`src/verilog/spc_defines.svh`:
```
/*
  Constants of the presettable 4-bit counter: register offsets, field
  positions, reset values and terminal counts.
  Assumes inclusion by bare name from the counter's files.
*/
`ifndef SPC_DEFINES_SVH
`define SPC_DEFINES_SVH

// ************************************************************
// Register map (byte addresses)
// ************************************************************
`define SPC_CTRL_OFS     4'h0
`define SPC_STATUS_OFS   4'h4

// ************************************************************
// Field positions and values
// ************************************************************
`define SPC_CTRL_W       8
`define SPC_CTRL_RST     8'h0c
`define SPC_STAT_CARRY   4
`define SPC_ZERO         4'h0
`define SPC_ONE          4'h1
`define SPC_TERM_DEC     4'h9
`define SPC_TERM_BIN     4'hf

`endif

```
`src/verilog/spc_pkg.sv`:
```
/*
  Types of the presettable 4-bit counter.
  Assumes spc_defines.svh for all numeric constants.
*/
`default_nettype none
package spc_pkg;
  // Control register layout, msb first
  typedef struct packed {
    logic [3:0] preset;
    logic       clear_n;
    logic       load_n;
    logic       en_t;
    logic       en_p;
  } spc_ctrl_t;
endpackage
`default_nettype wire
```
`src/verilog/spc_counter.sv`:
```
/*
  Presettable 4-bit counter with look-ahead carry, decade or binary,
  synchronous or immediate clear, registers on classic Wishbone.
  Assumes a master that holds each request until ack, and a count
  clock pin asynchronous to clk_i and well below clk_i / 4.
*/
// Operation
// - Decade variant counts ten BCD states, binary variant all sixteen.
// - From zero, msb and carry return after ten or sixteen counts.
// - All four bits change together on one common edge, no ripple.
// - State changes only on the rising count clock edge, except for an immediate clear.
// - Count advances only when enables permit; otherwise state holds.
// - Carry follows trickle enable and count state directly, no extra edge.
// - Load low captures preset inputs into the counter on a clock edge.
// - Synchronous variant clears on next edge; other variant clears at once.
// - Clear drives every count bit low.
`timescale 1ns/1ps
`default_nettype none
`include "spc_defines.svh"

module spc_counter #(
  parameter bit DECADE     = 1'b1,
  parameter bit SYNC_CLEAR = 1'b1
) (
  input  wire logic        clk_i,
  input  wire logic        rst_i,
  input  wire logic        count_clk_i,
  input  wire logic        wb_cyc_i,
  input  wire logic        wb_stb_i,
  input  wire logic        wb_we_i,
  input  wire logic [3:0]  wb_adr_i,
  input  wire logic [3:0]  wb_sel_i,
  input  wire logic [31:0] wb_dat_i,
  output logic      [31:0] wb_dat_o,
  output logic             wb_ack_o,
  output logic      [3:0]  count_o,
  output logic             carry_o
);

  // ************************************************************
  // Helpers
  // ************************************************************
  // Next count; decade wraps at nine, binary at fifteen
  function automatic logic [3:0] spc_incr(input logic [3:0] c);
    if (DECADE && c == `SPC_TERM_DEC)
      return `SPC_ZERO;
    return c + `SPC_ONE;
  endfunction

  function automatic logic spc_is_term(input logic [3:0] c);
    return c == (DECADE ? `SPC_TERM_DEC : `SPC_TERM_BIN);
  endfunction

  // ************************************************************
  // Count clock synchroniser and rising edge
  // ************************************************************
  logic clk_sync1;
  logic clk_sync2;
  logic clk_prev;
  logic cnt_edge;

  // Two flops before any logic looks at the pin
  always_ff @(posedge clk_i) begin
    if (rst_i) begin
      clk_sync1 <= 1'b0;
      clk_sync2 <= 1'b0;
      clk_prev  <= 1'b0;
    end else begin
      clk_sync1 <= count_clk_i;
      clk_sync2 <= clk_sync1;
      clk_prev  <= clk_sync2;
    end
  end

  // Falling edge is ignored on purpose
  assign cnt_edge = clk_sync2 & ~clk_prev;

  // ************************************************************
  // Wishbone slave
  // ************************************************************
  spc_pkg::spc_ctrl_t ctrl;
  spc_pkg::spc_ctrl_t next_ctrl;
  logic        next_ack;
  logic [31:0] next_dat;
  logic        wr_en;
  logic        sel_ctrl;
  logic        sel_stat;

  assign sel_ctrl = wb_adr_i == `SPC_CTRL_OFS;
  assign sel_stat = wb_adr_i == `SPC_STATUS_OFS;
  // Write lands on the edge where ack is seen
  assign wr_en    = wb_cyc_i & wb_stb_i & wb_we_i & wb_ack_o;

  // One wait state, ack drops after one cycle; unmapped reads zero
  always_comb begin
    next_ack  = wb_cyc_i & wb_stb_i & ~wb_ack_o;
    next_dat  = 32'h0000_0000;
    next_ctrl = ctrl;
    if (sel_ctrl)
      next_dat[`SPC_CTRL_W-1:0] = ctrl;
    else if (sel_stat)
      next_dat[`SPC_STAT_CARRY:0] = {carry_o, count_o};
    if (wr_en && sel_ctrl && wb_sel_i[0])
      next_ctrl = wb_dat_i[`SPC_CTRL_W-1:0];
  end

  always_ff @(posedge clk_i) begin
    if (rst_i) begin
      wb_ack_o <= 1'b0;
      wb_dat_o <= 32'h0000_0000;
      ctrl     <= `SPC_CTRL_RST;
    end else begin
      wb_ack_o <= next_ack;
      wb_dat_o <= next_dat;
      ctrl     <= next_ctrl;
    end
  end

  // ************************************************************
  // Counter core
  // ************************************************************
  logic [3:0] next_count;
  logic       next_carry;

  // Priority clear, load, count; next_ctrl lets an immediate clear
  // act on the very edge of the bus write
  always_comb begin
    next_count = count_o;
    if (!SYNC_CLEAR && !next_ctrl.clear_n)
      next_count = `SPC_ZERO;
    else if (cnt_edge) begin
      if (!ctrl.clear_n)
        next_count = `SPC_ZERO;
      else if (!ctrl.load_n)
        next_count = ctrl.preset;
      else if (ctrl.en_p && ctrl.en_t)
        next_count = spc_incr(count_o);
    end
    // Look-ahead carry, built from next values so it stays a flop
    next_carry = next_ctrl.en_t & spc_is_term(next_count);
  end

  always_ff @(posedge clk_i) begin
    if (rst_i) begin
      count_o <= `SPC_ZERO;
      carry_o <= 1'b0;
    end else begin
      count_o <= next_count;
      carry_o <= next_carry;
    end
  end

  // ************************************************************
  // Assertions
  // ************************************************************
  logic counting;
  assign counting = cnt_edge & ctrl.clear_n & ctrl.load_n & ctrl.en_p
                  & ctrl.en_t & ~wr_en;

  property p_carry_term;
    @(posedge clk_i) disable iff (rst_i)
      carry_o == (ctrl.en_t && spc_is_term(count_o));
  endproperty
  a_carry_term: assert property (p_carry_term)
    else $error("carry does not match en_t and terminal count");

  property p_hold_no_edge;
    @(posedge clk_i) disable iff (rst_i)
      (!cnt_edge && !wr_en) |=> $stable(count_o);
  endproperty
  a_hold_no_edge: assert property (p_hold_no_edge)
    else $error("count changed without a rising count edge");

  property p_count_step;
    @(posedge clk_i) disable iff (rst_i)
      counting |=> count_o == spc_incr($past(count_o));
  endproperty
  a_count_step: assert property (p_count_step)
    else $error("count did not advance by one");

  property p_inhibit;
    @(posedge clk_i) disable iff (rst_i)
      (cnt_edge && ctrl.clear_n && ctrl.load_n && !wr_en
       && !(ctrl.en_p && ctrl.en_t)) |=> $stable(count_o);
  endproperty
  a_inhibit: assert property (p_inhibit)
    else $error("count moved with an enable low");

  property p_load;
    @(posedge clk_i) disable iff (rst_i)
      (cnt_edge && ctrl.clear_n && !ctrl.load_n && !wr_en)
        |=> count_o == $past(ctrl.preset);
  endproperty
  a_load: assert property (p_load)
    else $error("preset not loaded");

  property p_sync_clear;
    @(posedge clk_i) disable iff (rst_i)
      (SYNC_CLEAR && cnt_edge && !ctrl.clear_n) |=> count_o == `SPC_ZERO;
  endproperty
  a_sync_clear: assert property (p_sync_clear)
    else $error("clear did not win at the count edge");

  property p_imm_clear;
    @(posedge clk_i) disable iff (rst_i)
      (!SYNC_CLEAR && !ctrl.clear_n) |-> count_o == `SPC_ZERO;
  endproperty
  a_imm_clear: assert property (p_imm_clear)
    else $error("immediate clear left a bit high");

  property p_wrap;
    @(posedge clk_i) disable iff (rst_i)
      (counting && spc_is_term(count_o)) |=> count_o == `SPC_ZERO
        && !carry_o;
  endproperty
  a_wrap: assert property (p_wrap)
    else $error("counter did not wrap from terminal state");

  property p_decade_range;
    @(posedge clk_i) disable iff (rst_i)
      (DECADE && counting && count_o <= `SPC_TERM_DEC)
        |=> count_o <= `SPC_TERM_DEC;
  endproperty
  a_decade_range: assert property (p_decade_range)
    else $error("decade counter left the BCD range");

  property p_together;
    @(posedge clk_i) disable iff (rst_i)
      $changed(count_o) |-> $past(cnt_edge) || $past(wr_en);
  endproperty
  a_together: assert property (p_together)
    else $error("count changed outside a common edge");

  property p_ack_pulse;
    @(posedge clk_i) disable iff (rst_i)
      wb_ack_o |=> !wb_ack_o;
  endproperty
  a_ack_pulse: assert property (p_ack_pulse)
    else $error("ack held longer than one cycle");

  c_wrap:  cover property (@(posedge clk_i) disable iff (rst_i)
                           counting && spc_is_term(count_o));
  c_load:  cover property (@(posedge clk_i) disable iff (rst_i)
                           cnt_edge && ctrl.clear_n && !ctrl.load_n);
  c_clear: cover property (@(posedge clk_i) disable iff (rst_i)
                           !ctrl.clear_n && count_o != `SPC_ZERO);
  c_carry: cover property (@(posedge clk_i) disable iff (rst_i)
                           carry_o);

endmodule // spc_counter
`default_nettype wire

```
`config.mk`:
```
export PLATFORM = sky130hd
export DESIGN_NAME = spc_counter
export DESIGN_NICKNAME = d
export VERILOG_FILES = /design/src/verilog/spc_pkg.sv /design/src/verilog/spc_counter.sv
export VERILOG_INCLUDE_DIRS = /design/src /design/src/verilog
export SDC_FILE = /design/constraint.sdc
export NUM_CORES = 1
export LEC_CHECK = 0
export BUFFER_PORTS_ARGS = -buffer_cell sky130_fd_sc_hd__buf_2
export CORE_ASPECT_RATIO = 1.5
export CORE_UTILIZATION = 43
export CTS_CLUSTER_SIZE = 24
export DETAILED_ROUTE_END_ITERATION = 12
export HOLD_SLACK_MARGIN = 0.02
export PLACE_DENSITY_LB_ADDON = 0.12
export SYNTH_ARGS = -nofsm -noshare
export SYNTH_HDL_FRONTEND = slang
export SYNTH_SLANG_ARGS = --single-unit
```
`constraint.sdc`:
```
create_clock -name clk_i -period 3.6 [get_ports clk_i]
set_clock_uncertainty 0.05 [all_clocks]
set_input_delay 0.36 -clock clk_i [delete_from_list [all_inputs] [get_ports clk_i]]
set_output_delay 0.36 -clock clk_i [all_outputs]
set_load 0.1 [all_outputs]
```
* Word-level counts from Yosys, hierarchy flattened *
Cells that the tools add are included.

storage, ports and cells
  register bits after elaboration = 49
  output and inout bits = 38

operators by class
  add/subtract/negate cells = 1
  equality and inequality tests = 3
  mux-type cells = 14
  bitwise logic cells = 9
  reductions and logical operators = 5

operator list
  cell                                                 count
  2-to-1 mux 4 bit                                     6
  2-to-1 mux 5 bit                                     2
  equality test 4 bit, second input constant           2
  AND 1 bit                                            6
  2-to-1 mux 1 bit                                     5
  adder 4 x 1 -> 4 bit, second input constant          1
  equality test 4 x 3 -> 1 bit, second input constant  1
  logical NOT 4 bit                                    1
  logical AND 1 bit                                    3
  inverter 1 bit                                       3
  2-to-1 mux 2 bit                                     1
  OR reduction 2 bit                                   1

* Longest topological paths before layout *
  depth in word-level cells = 13
  mapped depth = 6

* Worst setup path before layout *
Ideal clock, no wire load.

  path type = reg-to-reg
  start point = reg wb_ack_o
  end point = reg carry_o
  library setup time = 128 ps
  data arrival time = 1836 ps
  setup slack = 1586 ps
  stages on the path, launching flop included = 7
  buffers on the path = 1
  period minus slack after synthesis = 2014 ps
  path through = dfxtp_1 > nand3_1 > or3_1 > buf_6 > mux2i_4 > nand3_2 > nor3_2

between the ends
  longest elaborated chain between the ends = 5

RTL lines
  item                             RTL line            text
  from (decl)                      spc_counter.sv:35   output logic wb_ack_o,
  from (signal assigned)           spc_counter.sv:113  wb_ack_o <= next_ack;
  AND 1 bit                        spc_counter.sv:92   assign wr_en = wb_cyc_i & wb_stb_i & wb_we_i & wb_ack_o;
  logical AND 1 bit (2 in series)  spc_counter.sv:103  if (wr_en && sel_ctrl && wb_sel_i[0])
  2-to-1 mux 2 bit                 spc_counter.sv:103
  AND 1 bit                        spc_counter.sv:140  next_carry = next_ctrl.en_t & spc_is_term(next_count);
  to (signal assigned)             spc_counter.sv:149  carry_o <= next_carry;
  to (decl)                        spc_counter.sv:37   output logic carry_o

No other way between the ends.
A chain may end at the register's enable or synchronous reset.

* Worst setup path in the final report *
  start point = in wb_adr_i[1]
  end point = reg carry_o

between the ends
  longest elaborated chain between the ends = 5

RTL lines
  item                             RTL line            text
  from (decl)                      spc_counter.sv:31   input wire logic [3:0] wb_adr_i,
  logical NOT 4 bit (no line)      --
  logical AND 1 bit (2 in series)  spc_counter.sv:103
  2-to-1 mux 2 bit                 spc_counter.sv:103
  AND 1 bit                        spc_counter.sv:140

No other way between the ends.

==> impl.org <==
** Clocking
- Clk root buf :: sky130_fd_sc_hd__clkbuf_8
- TritonCTS built the clock tree.
- Worst-path clk slew :: 0.09 ns
- After clock tree synthesis, the flow added hold-fix buffers numbering 0.
- Counting the buffers created by CTS gives 3.
- Post-CTS repair timing setup buffer count :: 0
- Worst-Skew Late Latency :: 0.27 ns
- Max clock buf depth :: 2
- Counting every sink on the clock net gives 25.
- In this run the number of H-tree levels came out at 1.
- The number of gates resized after CTS was 0.

** Outcome
- The flow ran to the end, and the final reports show no timing, DRC or antenna violations.

** Power and ir drop
- Static power due to leakage :: 0.644 nW
- Total power :: 0.594 mW
- In this run the power density over the cells is 448 nW/um^2.
- Peak supply drop :: 0.193 mV

** Finish
- Most common library cell in the layout ignoring fill and taps :: sky130_fd_sc_hd__buf_2
- In the final layout, flip-flops and latches occupy 500 sq um.
- Compared with the post-synthesis result, the final layout area differs by 11.5%.
- After routing the design area is 1330 sq um.
- Final std cells w/o fill :: 196
- Fraction of layout cells with a size suffix above 1 :: 24.5%
- The final layout contains 206 nets.
- Filler Cell Count :: 293
- Most frequent cells in the layout :: sky130_fd_sc_hd__buf_2, sky130_fd_sc_hd__dfxtp_1, sky130_fd_sc_hd__conb_1, sky130_fd_sc_hd__nor2_1, sky130_fd_sc_hd__nor2b_1
- Post-route core utilization :: 50.0%
- The multi-input combinational cells in the finished layout cover a total of 564 sq um.
- Antenna cells :: 0

** Detailed routing
- Routed vias/inst :: 4.67
- In the final routed layout, each cell accounts on average for 11.0 um.
- Iteration-0 DRC Markers :: 37
- Number of remaining DRC errors :: 0
- Post-DRT Antenna Nets :: 0
- Summing over every cut layer, the via total after detailed routing is 916.
- Wire length reported by the detailed router :: 2160 um
- 1st-pass router iterations :: 4

** Worst setup path
- Critical path class :: primary input to flip-flop
- Sort of element at the start of the critical path :: primary input
- CP Data Required Time :: 3.71 ns
- Critical path launch point :: wb_adr_i[1]
- STA puts the critical path data arrival time at 2.06 ns.
- Critical path peak fanout :: 10
- Largest stage delay on the critical path :: 0.63 ns
- Cell breakdown of the critical path :: buf_2 > or4_1 > or3_1 > mux2i_4 > nand3_2 > nor3_2
- Critical Path Slowest Stage Cell :: sky130_fd_sc_hd__or3_1
- The worst setup path is captured at a flip-flop.
- Grouping stages by cell kind, the critical path spends the most delay in simple AND/OR/NAND/NOR gates.
- Worst Path Buf+Inv :: 1
- The worst register-to-register path begins at wb_ack_o.

** STA
- Derived from the worst setup path, the maximum achievable clock frequency is 0.511 GHz.
- Setup violations, final :: 0
- After layout, the worst setup slack is 1.64 ns.
- RSZ-0062 raised after global routing :: no
- Crit share post-route :: 54.3%
- For the pin with the worst max-slew slack, the measured transition is 0.920 ns.
- Final Hold Vio Count :: 0
- The worst path in the final design needs a cycle of 1.96 ns, including I/O delays and setup.
- Across all hold checks on the routed design, the worst slack comes to 0.262 ns.
- The worst pin sits at a relative slew slack of 38.1%.
- In the final timing run, aggregate negative setup slack is 0 ns.
- The final count of pins violating max slew was 0.

** Global routing
- The number of antenna violations at the first check in global routing came to 0.
- Via count of the first global-routing pass :: 768
- Entering global routing, the biggest net connects 20 pins.
- The first global-routing pass estimated 3390 um of wire.
- Overall track demand over capacity in global routing :: 15.7%
- Global routing finished with a remaining overflow of 0.

** Floorplanning
- Starting density of the core :: 44.9%
- IO Pins :: 84
- Vertical extent of the die :: 66.4 um
- Die Footprint :: 2980 sq um
- After floorplanning, the core was divided into 23 placement rows.
- The core region is 2650 sq um.
- The die is 44.9 um wide.

** Place
- Total placed cells including tap cells :: 192
- Detailed placement finished with a half-perimeter wire length of 1620 um.
- I/O Buffers :: 32
- Routability cong. :: 0.803
- Summing all placed instances gives a cell area of 1280 sq um.
- Timing analysis after detailed placement gives a worst setup slack of 1.35 ns.

** Yosys
- Mean area per synthesized cell :: 9.29 sq um
- Post-synthesis async set-or-reset flop share :: 0%
- After synthesis, flip-flops and latches occupy 42.1% of the total area.
- EDFF count, synth :: 0
- Cell variety after synth :: 33
- Number of cells produced by synthesis :: 128
- Synthesis-stage register bit count :: 25
- In the synthesized netlist the dominant register cell turns out to be sky130_fd_sc_hd__dfxtp_1.
- After synthesis the cells add up to 1190 sq um.
- For this run, the number of Yosys warnings is 0.

** Hold path
- Min-delay worst type :: primary input to flip-flop
- Hold path startpoint :: count_clk_i

** Run
- Across the run, the number of max-cap violations was 0.
==> worst register-to-register path, delay by kind of cell, from the launching register on <==
kind | cells | cell delay (ns)
flip-flops | 1 | 0.36
AND/OR/NAND/NOR | 4 | 0.76
multiplexers | 1 | 0.30
==> where the power goes <==
part           total (mW)  switching, mW  internal [mW]
clock network       0.166         0.0890         0.0775
registers           0.282        0.00243          0.279
logic               0.146          0.133         0.0129
==> worst paths after layout <==
path	end	slack, ns	depth (start not counted)
min	clk_sync1	0.26	2
min reg2reg	clk_sync2	0.40	1
max	carry_o	1.64	6
max reg2reg	carry_o	2.02	5
==> final cells by class <==
class	count	area share [%]
clock buffers	3	3.12
clock inverters	1	0.378
inverters	2	0.567
multi-input cells	96	42.6
flip-flops and latches	25	37.8
well taps	37	3.49
repair buffers	32	12.1
==> registers in the layout, indices dropped and copies added, names as in the netlist <==
name	count
carry_o	1
clk_prev	1
clk_sync1	1
clk_sync2	1
count_o	4
ctrl	8
wb_ack_o	1
wb_dat_o	8
==> kinds of logic (layout without fill, tap and decap cells) <==
logic type | count (synthesis) | count (layout) | share of synthesized area, %
other cells | 1 | 24 | 0.315
buf+inv | 30 | 38 | 17.7
simple gates | 46 | 46 | 21.2
mux | 6 | 6 | 6.11
flops | 25 | 25 | 42.1
compound gates | 20 | 20 | 12.6
==> routing by layer <==
metal | vias up | share of wire, % | GRT usage (%)
met5 | - | 0 | 0
met3 | 8 | 7.9 | 3.28
met2 | 50 | 50 | 26.1
met1 | 407 | 40 | 17.3
met4 | 0 | 2.6 | 10.6
li1 | 451 | - | -
==> cells in the mapped netlist, types with 2 or more instances <==
library cell,n,area [sq um]
sky130_fd_sc_hd__and2_1,4,25.0
sky130_fd_sc_hd__a21oi_1,2,10.0
sky130_fd_sc_hd__o31ai_1,2,15.0
sky130_fd_sc_hd__a211o_1,2,17.5
sky130_fd_sc_hd__o21ai_0,3,15.0
sky130_fd_sc_hd__inv_1,2,7.51
sky130_fd_sc_hd__mux2i_1,5,50.1
sky130_fd_sc_hd__buf_4,24,180
sky130_fd_sc_hd__dfxtp_1,25,500
sky130_fd_sc_hd__a22o_1,5,43.8
sky130_fd_sc_hd__or3_1,2,12.5
sky130_fd_sc_hd__nand2b_1,4,25.0
sky130_fd_sc_hd__clkbuf_1,3,11.3
sky130_fd_sc_hd__nor3_1,2,10.0
sky130_fd_sc_hd__nand2_1,5,18.8
sky130_fd_sc_hd__nor2_1,12,45.0
sky130_fd_sc_hd__nor2b_1,8,50.1
sky130_fd_sc_hd__nand3_1,2,10.0
sky130_fd_sc_hd__a32oi_1,2,17.5
Power figures use the tool's default switching activity.
